--- config.mk ---
export PLATFORM = sky130hd
export DESIGN_NAME = asram_ctrl
export DESIGN_NICKNAME = d
export VERILOG_FILES = /design/src/design/asram_pkg.sv /design/src/design/asram_delay_cnt.sv /design/src/design/asram_ctrl.sv
export VERILOG_INCLUDE_DIRS = /design/src /design/src/design
export SDC_FILE = /design/constraint.sdc
export NUM_CORES = 1
export LEC_CHECK = 0
export ABC_CLOCK_PERIOD_IN_PS = 2900
export BUFFER_PORTS_ARGS = -buffer_cell sky130_fd_sc_hd__buf_2
export CAP_MARGIN = 20
export CORE_MARGIN = 1.5
export CORE_UTILIZATION = 50
export CTS_BUF_LIST = sky130_fd_sc_hd__clkbuf_4
export DETAILED_ROUTE_END_ITERATION = 12
export PLACE_DENSITY = 0.76
export SLEW_MARGIN = 30
export SYNTH_ARGS = -nofsm -noshare
export SYNTH_HDL_FRONTEND = slang
export SYNTH_HIERARCHICAL = 1
export SYNTH_SLANG_ARGS = --single-unit
--- constraint.sdc ---
create_clock -name clk -period 2.9 [get_ports clk]
set_input_delay 0.145 -clock clk [delete_from_list [all_inputs] [get_ports clk]]
set_output_delay 0.145 -clock clk [all_outputs]
set_load 0.03 [all_outputs]
--- src/design/asram_regs.svh ---
`ifndef ASRAM_REGS_SVH
`define ASRAM_REGS_SVH

`define ASRAM_ADDR_W 14
`define ASRAM_DATA_W 4
`define ASRAM_CLK_PERIOD_NS 25
// Read cycle and access times, 15 ns grade
`define ASRAM_T_RC_NS 15
`define ASRAM_T_AA_NS 15
`define ASRAM_T_ACE_NS 15
`define ASRAM_T_DOE_NS 10
`define ASRAM_T_HZ_NS 8
// Write cycle, 15 ns grade
`define ASRAM_T_SD_NS 10
`define ASRAM_T_AW_NS 12
`define ASRAM_T_PWE_NS 12
`define ASRAM_T_SCE_NS 12
// Least times round up to whole cycles, never below one
`define ASRAM_CYC_UP(ns) (((ns) + `ASRAM_CLK_PERIOD_NS - 1) / `ASRAM_CLK_PERIOD_NS)
`define ASRAM_RD_CYC `ASRAM_CYC_UP(`ASRAM_T_AA_NS)
`define ASRAM_WR_CYC `ASRAM_CYC_UP(`ASRAM_T_AW_NS)
`define ASRAM_TURN_CYC `ASRAM_CYC_UP(`ASRAM_T_HZ_NS)
`define ASRAM_CNT_W 4

`endif

--- src/design/asram_pkg.sv ---
package asram_pkg;

`include "asram_regs.svh"

  typedef enum logic [5:0] {
    ASRAM_IDLE = 6'h01,
    ASRAM_RD_WAIT = 6'h02,
    ASRAM_RD_DONE = 6'h04,
    ASRAM_WR_PULSE = 6'h08,
    ASRAM_WR_END = 6'h10,
    ASRAM_TURN = 6'h20
  } asram_state_t;

  typedef logic [`ASRAM_ADDR_W-1:0] asram_addr_t;
  typedef logic [`ASRAM_DATA_W-1:0] asram_data_t;

endpackage : asram_pkg

--- src/design/asram_delay_cnt.sv ---
`timescale 1ns/1ps
`include "asram_regs.svh"

module asram_delay_cnt (
  input wire logic clk,
  input wire logic nrst,
  input wire logic load,
  input wire logic [`ASRAM_CNT_W-1:0] count,
  output logic done
);

  logic [`ASRAM_CNT_W-1:0] remain;
  logic [`ASRAM_CNT_W-1:0] next_remain;

  always_comb begin
    next_remain = remain;
    if (load) begin
      next_remain = count;
    end else if (remain != '0) begin
      next_remain = remain - `ASRAM_CNT_W'(1);
    end
  end

  always_ff @(posedge clk or negedge nrst) begin
    if (!nrst) begin
      remain <= '0;
    end else begin
      remain <= next_remain;
    end
  end

  // Reaches one on the last cycle of the wait
  assign done = (remain == `ASRAM_CNT_W'(1));

endmodule : asram_delay_cnt

--- src/design/asram_ctrl.sv ---
`timescale 1ns/1ps
`include "asram_regs.svh"

module asram_ctrl
  import asram_pkg::*;
(
  input wire logic clk,
  input wire logic nrst,
  input wire logic req_valid,
  input wire logic req_write,
  input wire logic [`ASRAM_ADDR_W-1:0] req_addr,
  input wire logic [`ASRAM_DATA_W-1:0] req_wdata,
  output logic req_ready,
  output logic rsp_valid,
  output logic [`ASRAM_DATA_W-1:0] rsp_rdata,
  output logic chip_select_n,
  output logic write_strobe_n,
  output logic output_gate_n,
  output logic [`ASRAM_ADDR_W-1:0] address_line,
  output logic [`ASRAM_DATA_W-1:0] data_pin_out,
  output logic data_pin_oe,
  input wire logic [`ASRAM_DATA_W-1:0] data_pin_in
);

  // ----------------------------------------
  // State
  // ----------------------------------------
  asram_state_t state;
  asram_state_t next_state;
  logic next_chip_select_n;
  logic next_write_strobe_n;
  logic next_output_gate_n;
  logic next_data_pin_oe;
  logic next_rsp_valid;
  asram_addr_t next_address_line;
  asram_data_t next_data_pin_out;
  asram_data_t next_rsp_rdata;
  asram_data_t pin_meta;
  asram_data_t pin_sync;
  asram_data_t next_pin_meta;
  asram_data_t next_pin_sync;
  logic cnt_load;
  logic [`ASRAM_CNT_W-1:0] cnt_value;
  logic cnt_done;

  // ----------------------------------------
  // Wait counter
  // ----------------------------------------
  asram_delay_cnt u_wait (
    .clk(clk),
    .nrst(nrst),
    .load(cnt_load),
    .count(cnt_value),
    .done(cnt_done)
  );

  // ----------------------------------------
  // Pin synchroniser
  // ----------------------------------------
  // Pins come from outside the clock domain; two stages, and the read
  // wait adds one cycle per stage so the second stage holds settled data
  always_comb begin
    next_pin_meta = data_pin_in;
    next_pin_sync = pin_meta;
  end

  always_ff @(posedge clk or negedge nrst) begin
    if (!nrst) begin
      pin_meta <= '0;
      pin_sync <= '0;
    end else begin
      pin_meta <= next_pin_meta;
      pin_sync <= next_pin_sync;
    end
  end

  // ----------------------------------------
  // Handshake
  // ----------------------------------------
  // Only idle takes a request, so the pins never see two owners at once
  assign req_ready = (state == ASRAM_IDLE);

  // ----------------------------------------
  // Sequencer
  // ----------------------------------------
  always_comb begin
    next_state = state;
    next_chip_select_n = chip_select_n;
    next_write_strobe_n = write_strobe_n;
    next_output_gate_n = output_gate_n;
    next_data_pin_oe = data_pin_oe;
    next_address_line = address_line;
    next_data_pin_out = data_pin_out;
    next_rsp_valid = 1'b0;
    next_rsp_rdata = rsp_rdata;
    cnt_load = 1'b0;
    cnt_value = '0;
    case (state)
      ASRAM_IDLE: begin
        if (req_valid) begin
          // Address, select, and gate (strobe on a write) move together; access counted from here
          next_address_line = req_addr;
          next_chip_select_n = 1'b0;
          cnt_load = 1'b1;
          if (req_write) begin
            next_output_gate_n = 1'b1;
            next_write_strobe_n = 1'b0;
            next_data_pin_out = req_wdata;
            next_data_pin_oe = 1'b1;
            cnt_value = `ASRAM_CNT_W'(`ASRAM_WR_CYC + 1);
            next_state = ASRAM_WR_PULSE;
          end else begin
            next_output_gate_n = 1'b0;
            // Extra two for the synchroniser depth
            cnt_value = `ASRAM_CNT_W'(`ASRAM_RD_CYC + 2);
            next_state = ASRAM_RD_WAIT;
          end
        end
      end
      ASRAM_RD_WAIT: begin
        if (cnt_done) begin
          next_rsp_rdata = pin_sync;
          next_rsp_valid = 1'b1;
          next_chip_select_n = 1'b1;
          next_output_gate_n = 1'b1;
          next_state = ASRAM_RD_DONE;
        end
      end
      ASRAM_RD_DONE: begin
        // Memory may still drive for its float delay; keep our driver off
        cnt_load = 1'b1;
        cnt_value = `ASRAM_CNT_W'(`ASRAM_TURN_CYC + 1);
        next_state = ASRAM_TURN;
      end
      ASRAM_WR_PULSE: begin
        if (cnt_done) begin
          // Strobe and select rise together; strobe is the ending edge
          next_write_strobe_n = 1'b1;
          next_chip_select_n = 1'b1;
          next_state = ASRAM_WR_END;
        end
      end
      ASRAM_WR_END: begin
        // Data and address held through the ending edge; data driver released after
        next_data_pin_oe = 1'b0;
        next_state = ASRAM_IDLE;
      end
      ASRAM_TURN: begin
        if (cnt_done) begin
          next_state = ASRAM_IDLE;
        end
      end
      default: begin
        next_state = ASRAM_IDLE;
        next_chip_select_n = 1'b1;
        next_write_strobe_n = 1'b1;
        next_output_gate_n = 1'b1;
        next_data_pin_oe = 1'b0;
      end
    endcase
  end

  // ----------------------------------------
  // Registers
  // ----------------------------------------
  always_ff @(posedge clk or negedge nrst) begin
    if (!nrst) begin
      state <= ASRAM_IDLE;
      chip_select_n <= 1'b1;
      write_strobe_n <= 1'b1;
      output_gate_n <= 1'b1;
      data_pin_oe <= 1'b0;
      address_line <= '0;
      data_pin_out <= '0;
      rsp_valid <= 1'b0;
      rsp_rdata <= '0;
    end else begin
      state <= next_state;
      chip_select_n <= next_chip_select_n;
      write_strobe_n <= next_write_strobe_n;
      output_gate_n <= next_output_gate_n;
      data_pin_oe <= next_data_pin_oe;
      address_line <= next_address_line;
      data_pin_out <= next_data_pin_out;
      rsp_valid <= next_rsp_valid;
      rsp_rdata <= next_rsp_rdata;
    end
  end

endmodule : asram_ctrl

==> results.sh, run 1 <==
export IMPL_hold_path_class="input pin to flip-flop"
export IMPL_wl_um=4307
export IMPL_hold_depth=2
export IMPL_min_period_ps=2377
export IMPL_critPathKind="flip-flop to flip-flop"
export IMPL_die_y_um=67.20
export IMPL_synthMuxAreaShare_pct=16.09
export IMPL_synthCells=158
export IMPL_max_cap_violations=0
export IMPL_synthSimpleGateAreaFrac_pct=11.41
export IMPL_worstRegToRegCells=5
export IMPL_arrival_ps=2650
export IMPL_r2r_end="u_wait/remain[3]$_DFFE_PN0P_"
export IMPL_net_switching_power_mw=1.187
export IMPL_initial_core_util_pct=51.89
export IMPL_antenna_found_initial=0
export IMPL_core_um2=3971
export IMPL_cts_tree="built"
export IMPL_status="finished clean"
export IMPL_grtUsageTotal_pct=19.87
export IMPL_rsz0062_at_grt="false"
export IMPL_cts_root_buf="clkbuf_4"
export IMPL_reg2reg_slack_ps=520
export IMPL_setup_worst_path_end_class="flip-flop"
export IMPL_power_mw=2.740
export IMPL_synth_fa_ha_area_share_pct=1.821
export IMPL_finalSetupViolCount=0
export IMPL_whs_endpoint="state[1]$_DFFE_PN0P_"
export IMPL_areaGrowthSynthToFinish_pct=26.78
export IMPL_detail_route_antenna_nets=0
export IMPL_yosysWarningCount=6
export IMPL_final_common_cell="buf_2"
export IMPL_clkSinkCount=45
export IMPL_wire_per_inst_um=15.22
export IMPL_cts_made_buffers=5
export IMPL_crit_path_start_kind="flip-flop"
export IMPL_ys_ff_latch=45
export IMPL_ctsResizeCount=0
export IMPL_antenna_cells=0
export IMPL_drtIter0Drc=55
export IMPL_io_pins=54
export IMPL_yosysUniqueCellTypes=39
export IMPL_async_flop_share_pct=100.0
export IMPL_hold_viol=0
export IMPL_dpl_cell_area_um2=2317
export IMPL_powerDensity_nw_per_um2=1049
export IMPL_fin_area_um2=2613
export IMPL_p_sw_share_pct=43.34
export IMPL_synth_area_um2=2061
export IMPL_die_w_um=67.20
export IMPL_timing_hold_ws_ps=60.14
export IMPL_grt_pass1_wl_um=6430
export IMPL_p_int_mw=1.552
export IMPL_crit_fanout=10
export IMPL_num_vias=1480
export IMPL_synth_xor_area_share_pct=2.975
export IMPL_viasPerCell=5.230
export IMPL_leakage_nw=1.263
export IMPL_drt_first_pass_iters=5
export IMPL_fin_util_pct=65.78
export IMPL_final_layout_size_suffix_gt1_share_pct=40.34
export IMPL_grt_max_degree=46
export IMPL_die_area_um2=4516
export IMPL_clk_latency_ps=370
export IMPL_dpl_hpwl_um=2663
export IMPL_synth_top_family_by_area="multiplexers"
export IMPL_rows=23
export IMPL_synthFlopType="dfrtp_1"
export IMPL_r2r_start="state[5]$_DFFE_PN0P_"
export IMPL_relSlewSlack_pct=41.20
export IMPL_syn_area_per_cell_um2=13.04
export IMPL_peakVddDrop_mv=0.6913
export IMPL_gp_congestion=0.8168
export IMPL_tightestPinTransition_ps=872.7
export IMPL_globalRoute_totalOverflow=0
export IMPL_grt_pass1_vias=1341
export IMPL_port_buffers=53
export IMPL_critPathRequiredTime_ps=3170
export IMPL_p_comb_share_pct=50.4
export IMPL_final_cell_mix="buf_2, dfrtp_1, dlygate4sd3_1"
export IMPL_synth_edf_count=0
export IMPL_clk_pin_slew_ps=140
export IMPL_htreeDepth=2
export IMPL_holdCritStartpoint="req_write"
export IMPL_fmax_mhz=420.7
export IMPL_skew_ps=10.52
export IMPL_period_share_pct=81.96
export IMPL_cts_buffer_depth=2
export IMPL_final_max_slew_viol_count=0
export IMPL_layout_nets=261
export IMPL_p_clk_share_pct=11.8
export IMPL_synth_compound_area_share_pct=7.711
export IMPL_drc=0
export IMPL_synth_seq_area_share_pct=54.89
export IMPL_fin_tns_setup_ps=0
export IMPL_pwr_share_seq_pct=37.8
## what timing repair did
item,in CTS,in global routing
hold buffers,20,3
buffers inserted,0,0
hold endpoints to repair,60,3
## Yosys cell counts (2+ instances only)
| library cell | number | share of area, % |
|---|---|---|
| nor2_1 | 7 | 1.3 |
| mux2_4 | 14 | 10 |
| dfstp_2 | 4 | 5.1 |
| o21ai_0 | 11 | 2.7 |
| a21oi_1 | 3 | 0.73 |
| nand2_1 | 5 | 0.91 |
| xnor2_1 | 4 | 1.7 |
| mux2_2 | 9 | 4.9 |
| dfrtp_1 | 41 | 50 |
| buf_6 | 5 | 2.7 |
| nand3_1 | 2 | 0.49 |
| ha_1 | 3 | 1.8 |
| xor2_1 | 3 | 1.3 |
| nor4b_1 | 2 | 0.85 |
| o22ai_1 | 2 | 0.61 |
| nor4_1 | 4 | 1.2 |
| mux2i_1 | 2 | 0.97 |
| nor3_1 | 4 | 0.97 |
| clkbuf_1 | 4 | 0.73 |
| nand2b_1 | 3 | 0.91 |
| inv_1 | 5 | 0.91 |
| o211ai_1 | 2 | 0.73 |
| nor3b_1 | 3 | 1.1 |
## cell type report
type | count | area (um2)
Timing Repair Buffer | 77 | 505.5
Multi-Input combinational cell | 98 | 832.0
Sequential cell | 45 | 1131
Clock inverter | 3 | 25.02
Tap cell | 50 | 62.56
Clock buffer | 5 | 37.54
Inverter | 5 | 18.77
Fill cell | 304 | 1359
## state kept, by name, summed over array words and instances (netlist names)
name / count
address_line: 14
chip_select_n: 1
rsp_rdata: 4
output_gate_n: 1
state: 6
data_pin_oe: 1
write_strobe_n: 1
data_pin_out: 4
rsp_valid: 1
u_wait/remain: 4
next_pin_sync: 4
pin_sync: 4
## cells by family (layout without fill, tap and decap cells)
family | count (synthesis) | count (layout)
adder cells (fa/ha/maj) | 3 | 3
buffers and inverters | 16 | 90
XOR/XNOR | 7 | 7
multiplexers | 25 | 25
AO/OA/AOI/OAI | 25 | 25
AND/OR/NAND/NOR | 36 | 36
flip-flops | 45 | 45
other | 1 | 2
## power groups by stage
stage	registers (mW)	clock network, mW	logic (mW)
6_report	1.04	0.322	1.38
5_1_grt	1.07	0.360	1.49
4_1_cts	1.03	0.330	1.37
3_5_place_dp	1.05	0	1.34
3_3_place_gp	1.03	0	1.31
2_1_floorplan	1.33	0	0.768
## worst max-delay path by stage
stage,cells past startpoint,start,endpoint,slack [ps]
after detailed placement,5,state[5]$_DFFE_PN0P_,u_wait/remain[3]$_DFFE_PN0P_,550
final,5,state[5]$_DFFE_PN0P_,u_wait/remain[3]$_DFFE_PN0P_,520
after CTS,5,state[5]$_DFFE_PN0P_,u_wait/remain[3]$_DFFE_PN0P_,530
after global placement,5,state[5]$_DFFE_PN0P_,u_wait/remain[3]$_DFFE_PN0P_,610
after floorplan,6,state[3]$_DFFE_PN0P_,data_pin_out[0]$_DFFE_PN0P_,410
after global routing,5,state[5]$_DFFE_PN0P_,u_wait/remain[3]$_DFFE_PN0P_,420
## layer usage
| layer | up-vias | global-route usage [%] | part of all wire (%) |
|---|---|---|---|
| li1 | 703 | - | - |
| met1 | 724 | 25.30 | 43 |
| met2 | 46 | 31.81 | 51 |
| met3 | 7 | 5.333 | 4.2 |
| met4 | 0 | 8.929 | 1.8 |
| met5 | - | 0 | 0 |
## stage by stage
stage / std cells / worst slack, ps
global route: 283 / 420.0
finish: 283 / 523.2
floorplan: 159 / 409.5
CTS: 280 / 525.8
global placement: 252 / 612.9
detailed placement: 252 / 551.1
## critical path: stages, from the launching register on
cell and delay (ps):
dfrtp_1 530, or3_4 490, or4_4 430, o21ai_0 350, nor3_1 140, a221o_1 350
Power figures use the tool's default switching activity.
==> run 2, diff against run 1 <==
--- a/config.mk
+++ b/config.mk
@@ -6,7 +6,8 @@
 export SDC_FILE = /design/constraint.sdc
 export NUM_CORES = 1
 export LEC_CHECK = 0
-export ABC_CLOCK_PERIOD_IN_PS = 2900
+export ABC_AREA = 1
+export ABC_CLOCK_PERIOD_IN_PS = 2400
 export BUFFER_PORTS_ARGS = -buffer_cell sky130_fd_sc_hd__buf_2
 export CAP_MARGIN = 20
 export CORE_MARGIN = 1.5
==> constraint.sdc (replaced) <==
create_clock -name clk -period 2.4 [get_ports clk]
set_input_delay 0.12 -clock clk [delete_from_list [all_inputs] [get_ports clk]]
set_output_delay 0.12 -clock clk [all_outputs]
set_load 0.03 [all_outputs]
==> results.sh, run 2 <==
export IMPL_status="finished clean"
export IMPL_crit_path_start_kind="flip-flop"
export IMPL_core_um2=3771
export IMPL_async_flop_share_pct=100.0
export IMPL_drtIter0Drc=106
export IMPL_wire_per_inst_um=12.52
export IMPL_skew_ps=16.49
export IMPL_powerDensity_nw_per_um2=1278
export IMPL_drc=0
export IMPL_drt_first_pass_iters=5
export IMPL_cts_made_buffers=5
export IMPL_setup_worst_path_end_class="flip-flop"
export IMPL_synth_xor_area_share_pct=0.4356
export IMPL_clkSinkCount=45
export IMPL_final_cell_mix="nand2_1, buf_2, dfrtp_1"
export IMPL_cts_buffer_depth=2
export IMPL_slowest_delay_ps=560
export IMPL_regMostFlops="address_line"
export IMPL_cts_root_buf="clkbuf_4"
export IMPL_clk_latency_ps=370
export IMPL_yosysWarningCount=6
export IMPL_viasPerCell=4.910
export IMPL_max_cap_violations=0
export IMPL_netlist_top_cells_area="dfrtp_1, nand2_1, nand3_1"
export IMPL_synth_top_family_by_area="simple AND/OR/NAND/NOR gates"
export IMPL_die_area_um2=4411
export IMPL_ys_ff_latch=45
export IMPL_rsz0062_at_grt="false"
export IMPL_synth_area_um2=2011
export IMPL_critPathTopFamily="simple AND/OR/NAND/NOR gates"
export IMPL_die_y_um=66.42
export IMPL_synth_fa_ha_area_share_pct=1.867
export IMPL_timing_hold_ws_ps=58.63
export IMPL_synthCells=225
export IMPL_layout_nets=334
export IMPL_period_share_pct=79.86
export IMPL_syn_area_per_cell_um2=8.936
export IMPL_initial_core_util_pct=53.32
export IMPL_synthSimpleGateAreaFrac_pct=32.05
export IMPL_cts_tree="built"
export IMPL_synth_seq_area_share_pct=56.25
export IMPL_arrival_ps=2220
export IMPL_hold_path_class="input pin to flip-flop"
export IMPL_finalSetupViolCount=0
export IMPL_power_mw=3.355
export IMPL_globalRoute_totalOverflow=0
export IMPL_yosys_area_top_type_share_pct=51.03
export IMPL_ctsResizeCount=0
export IMPL_yosysUniqueCellTypes=27
export IMPL_areaGrowthSynthToFinish_pct=30.55
export IMPL_fmax_mhz=521.7
export IMPL_grt_max_degree=46
export IMPL_cp_slowest_cell="dfstp_2"
export IMPL_io_pins=54
export IMPL_tightestPinTransition_ps=555.8
export IMPL_leakage_nw=1.457
export IMPL_rows=22
export IMPL_synthMuxAreaShare_pct=0
export IMPL_peakVddDrop_mv=0.6804
export IMPL_die_w_um=66.42
export IMPL_dp_cells=323
export IMPL_critPathKind="flip-flop to flip-flop"
export IMPL_hold_viol=0
export IMPL_min_period_ps=1917
export IMPL_gp_congestion=0.8099
export IMPL_final_cells=354
export IMPL_grt_pass1_vias=1649
export IMPL_reg_top3="address_line: 14 flops, state: 6 flops"
export IMPL_path_buf_inv=3
export IMPL_critPathRequiredTime_ps=2700
export IMPL_grt_pass1_wl_um=7645
export IMPL_synth_common_cells="nand2_1, dfrtp_1, nand3_1"
export IMPL_htreeDepth=2
export IMPL_largest_register_ff_count=14
export IMPL_antenna_cells=0
export IMPL_synth_compound_area_share_pct=3.547
export IMPL_relSlewSlack_pct=62.95
export IMPL_clk_pin_slew_ps=130
export IMPL_synth_most_common_cell="nand2_1"
export IMPL_final_common_cell="nand2_1"
export IMPL_num_vias=1738
export IMPL_synth_edf_count=0
export IMPL_final_layout_size_suffix_gt1_share_pct=26.80
export IMPL_multi_input_area_um2=769.5
export IMPL_dpl_hpwl_um=2714
export IMPL_fillers=271
export IMPL_final_max_slew_viol_count=0
export IMPL_port_buffers=53
export IMPL_yosys_area_top_type="dfrtp_1"
export IMPL_grtUsageTotal_pct=23.12
export IMPL_path_cells="inv_1 > nor2_2 > nand3_4 > inv_4 > nand2_4 > nand2_1 > inv_2 > nand3_4 > o21ai_2 > nor2_2"
export IMPL_antenna_found_initial=0
export IMPL_register_area_um2=1131
export IMPL_crit_fanout=17
export IMPL_wl_um=4431
export IMPL_fin_tns_setup_ps=0
export IMPL_detail_route_antenna_nets=0
export IMPL_synthFlopType="dfrtp_1"
[run 2: layer usage]
metal | global-route usage, % | routed length [um] | vias to the layer above
met5 | 0 | 0 | -
met3 | 6.814 | 274 | 8
met2 | 37.75 | 2150 | 69
li1 | - | - | 866
met1 | 30.10 | 1951 | 795
met4 | 6.122 | 54 | 0
[run 2: worst paths after layout]
kind | depth (start not counted) | end | slack (ps) | startpoint
hold / removal | 4 | state[1]$_DFFE_PN0P_ | 60 | req_write
setup / recovery | 10 | u_wait/remain[3]$_DFFE_PN0P_ | 480 | state[0]$_DFFE_PN1P_
setup reg to reg | 10 | u_wait/remain[3]$_DFFE_PN0P_ | 480 | state[0]$_DFFE_PN1P_
max in group asynchronous | 2 | chip_select_n$_DFFE_PN1P_ | 1730 | nrst
min in group asynchronous | 2 | rsp_rdata[1]$_DFFE_PN0P_ | 260 | nrst
hold reg to reg | 0 | pin_sync[3]$_DFF_PN0_ | 370 | next_pin_sync[3]$_DFF_PN0_
[run 2: repair_timing]
item	CTS	global route
endpoints found under the hold margin	63	0
hold buffers	23	0
setup endpoints to repair	0	0
setup buffers	0	0
[run 2: cells by family (layout without fill, tap and decap cells)]
family	after synthesis	after routing
AND/OR/NAND/NOR	137	137
flip-flops	45	45
buffers and inverters	26	106
AO/OA/AOI/OAI	12	12
adder cells (fa/ha/maj)	3	3
other	1	2
XOR/XNOR	1	1
[run 2: worst min-delay path: cells and delay by family]
family | cells | cell delay [ps]
simple gates | 1 | 50
compound gates | 1 | 60
buf+inv | 2 | 160
[run 2: power by group]
part	internal (mW)	switching [mW]	total (mW)	leakage [nW]
sequential	1.04	0.160	1.20	0.558
combinational	0.506	1.17	1.67	0.853
clock	0.221	0.255	0.476	0.0456
[run 2: metrics by stage]
stage / setup WS, ps / util, % / area (um2)
finish: 483.3 / 69.61 / 2625
global route: 324.0 / 69.61 / 2625
CTS: 486.2 / 69.54 / 2623
detailed placement: 500.8 / 61.28 / 2311
global placement: 582.8 / 61.28 / 2311
floorplan: 709.6 / - / 2014
[run 2: final cells by class]
class	count	share of cell area (%)
repair buffers	76	18.97
flip-flops and latches	45	43.09
well taps	48	2.288
clock buffers	5	1.430
multi-input cells	155	29.31
inverters	22	3.241
clock inverters	3	1.668
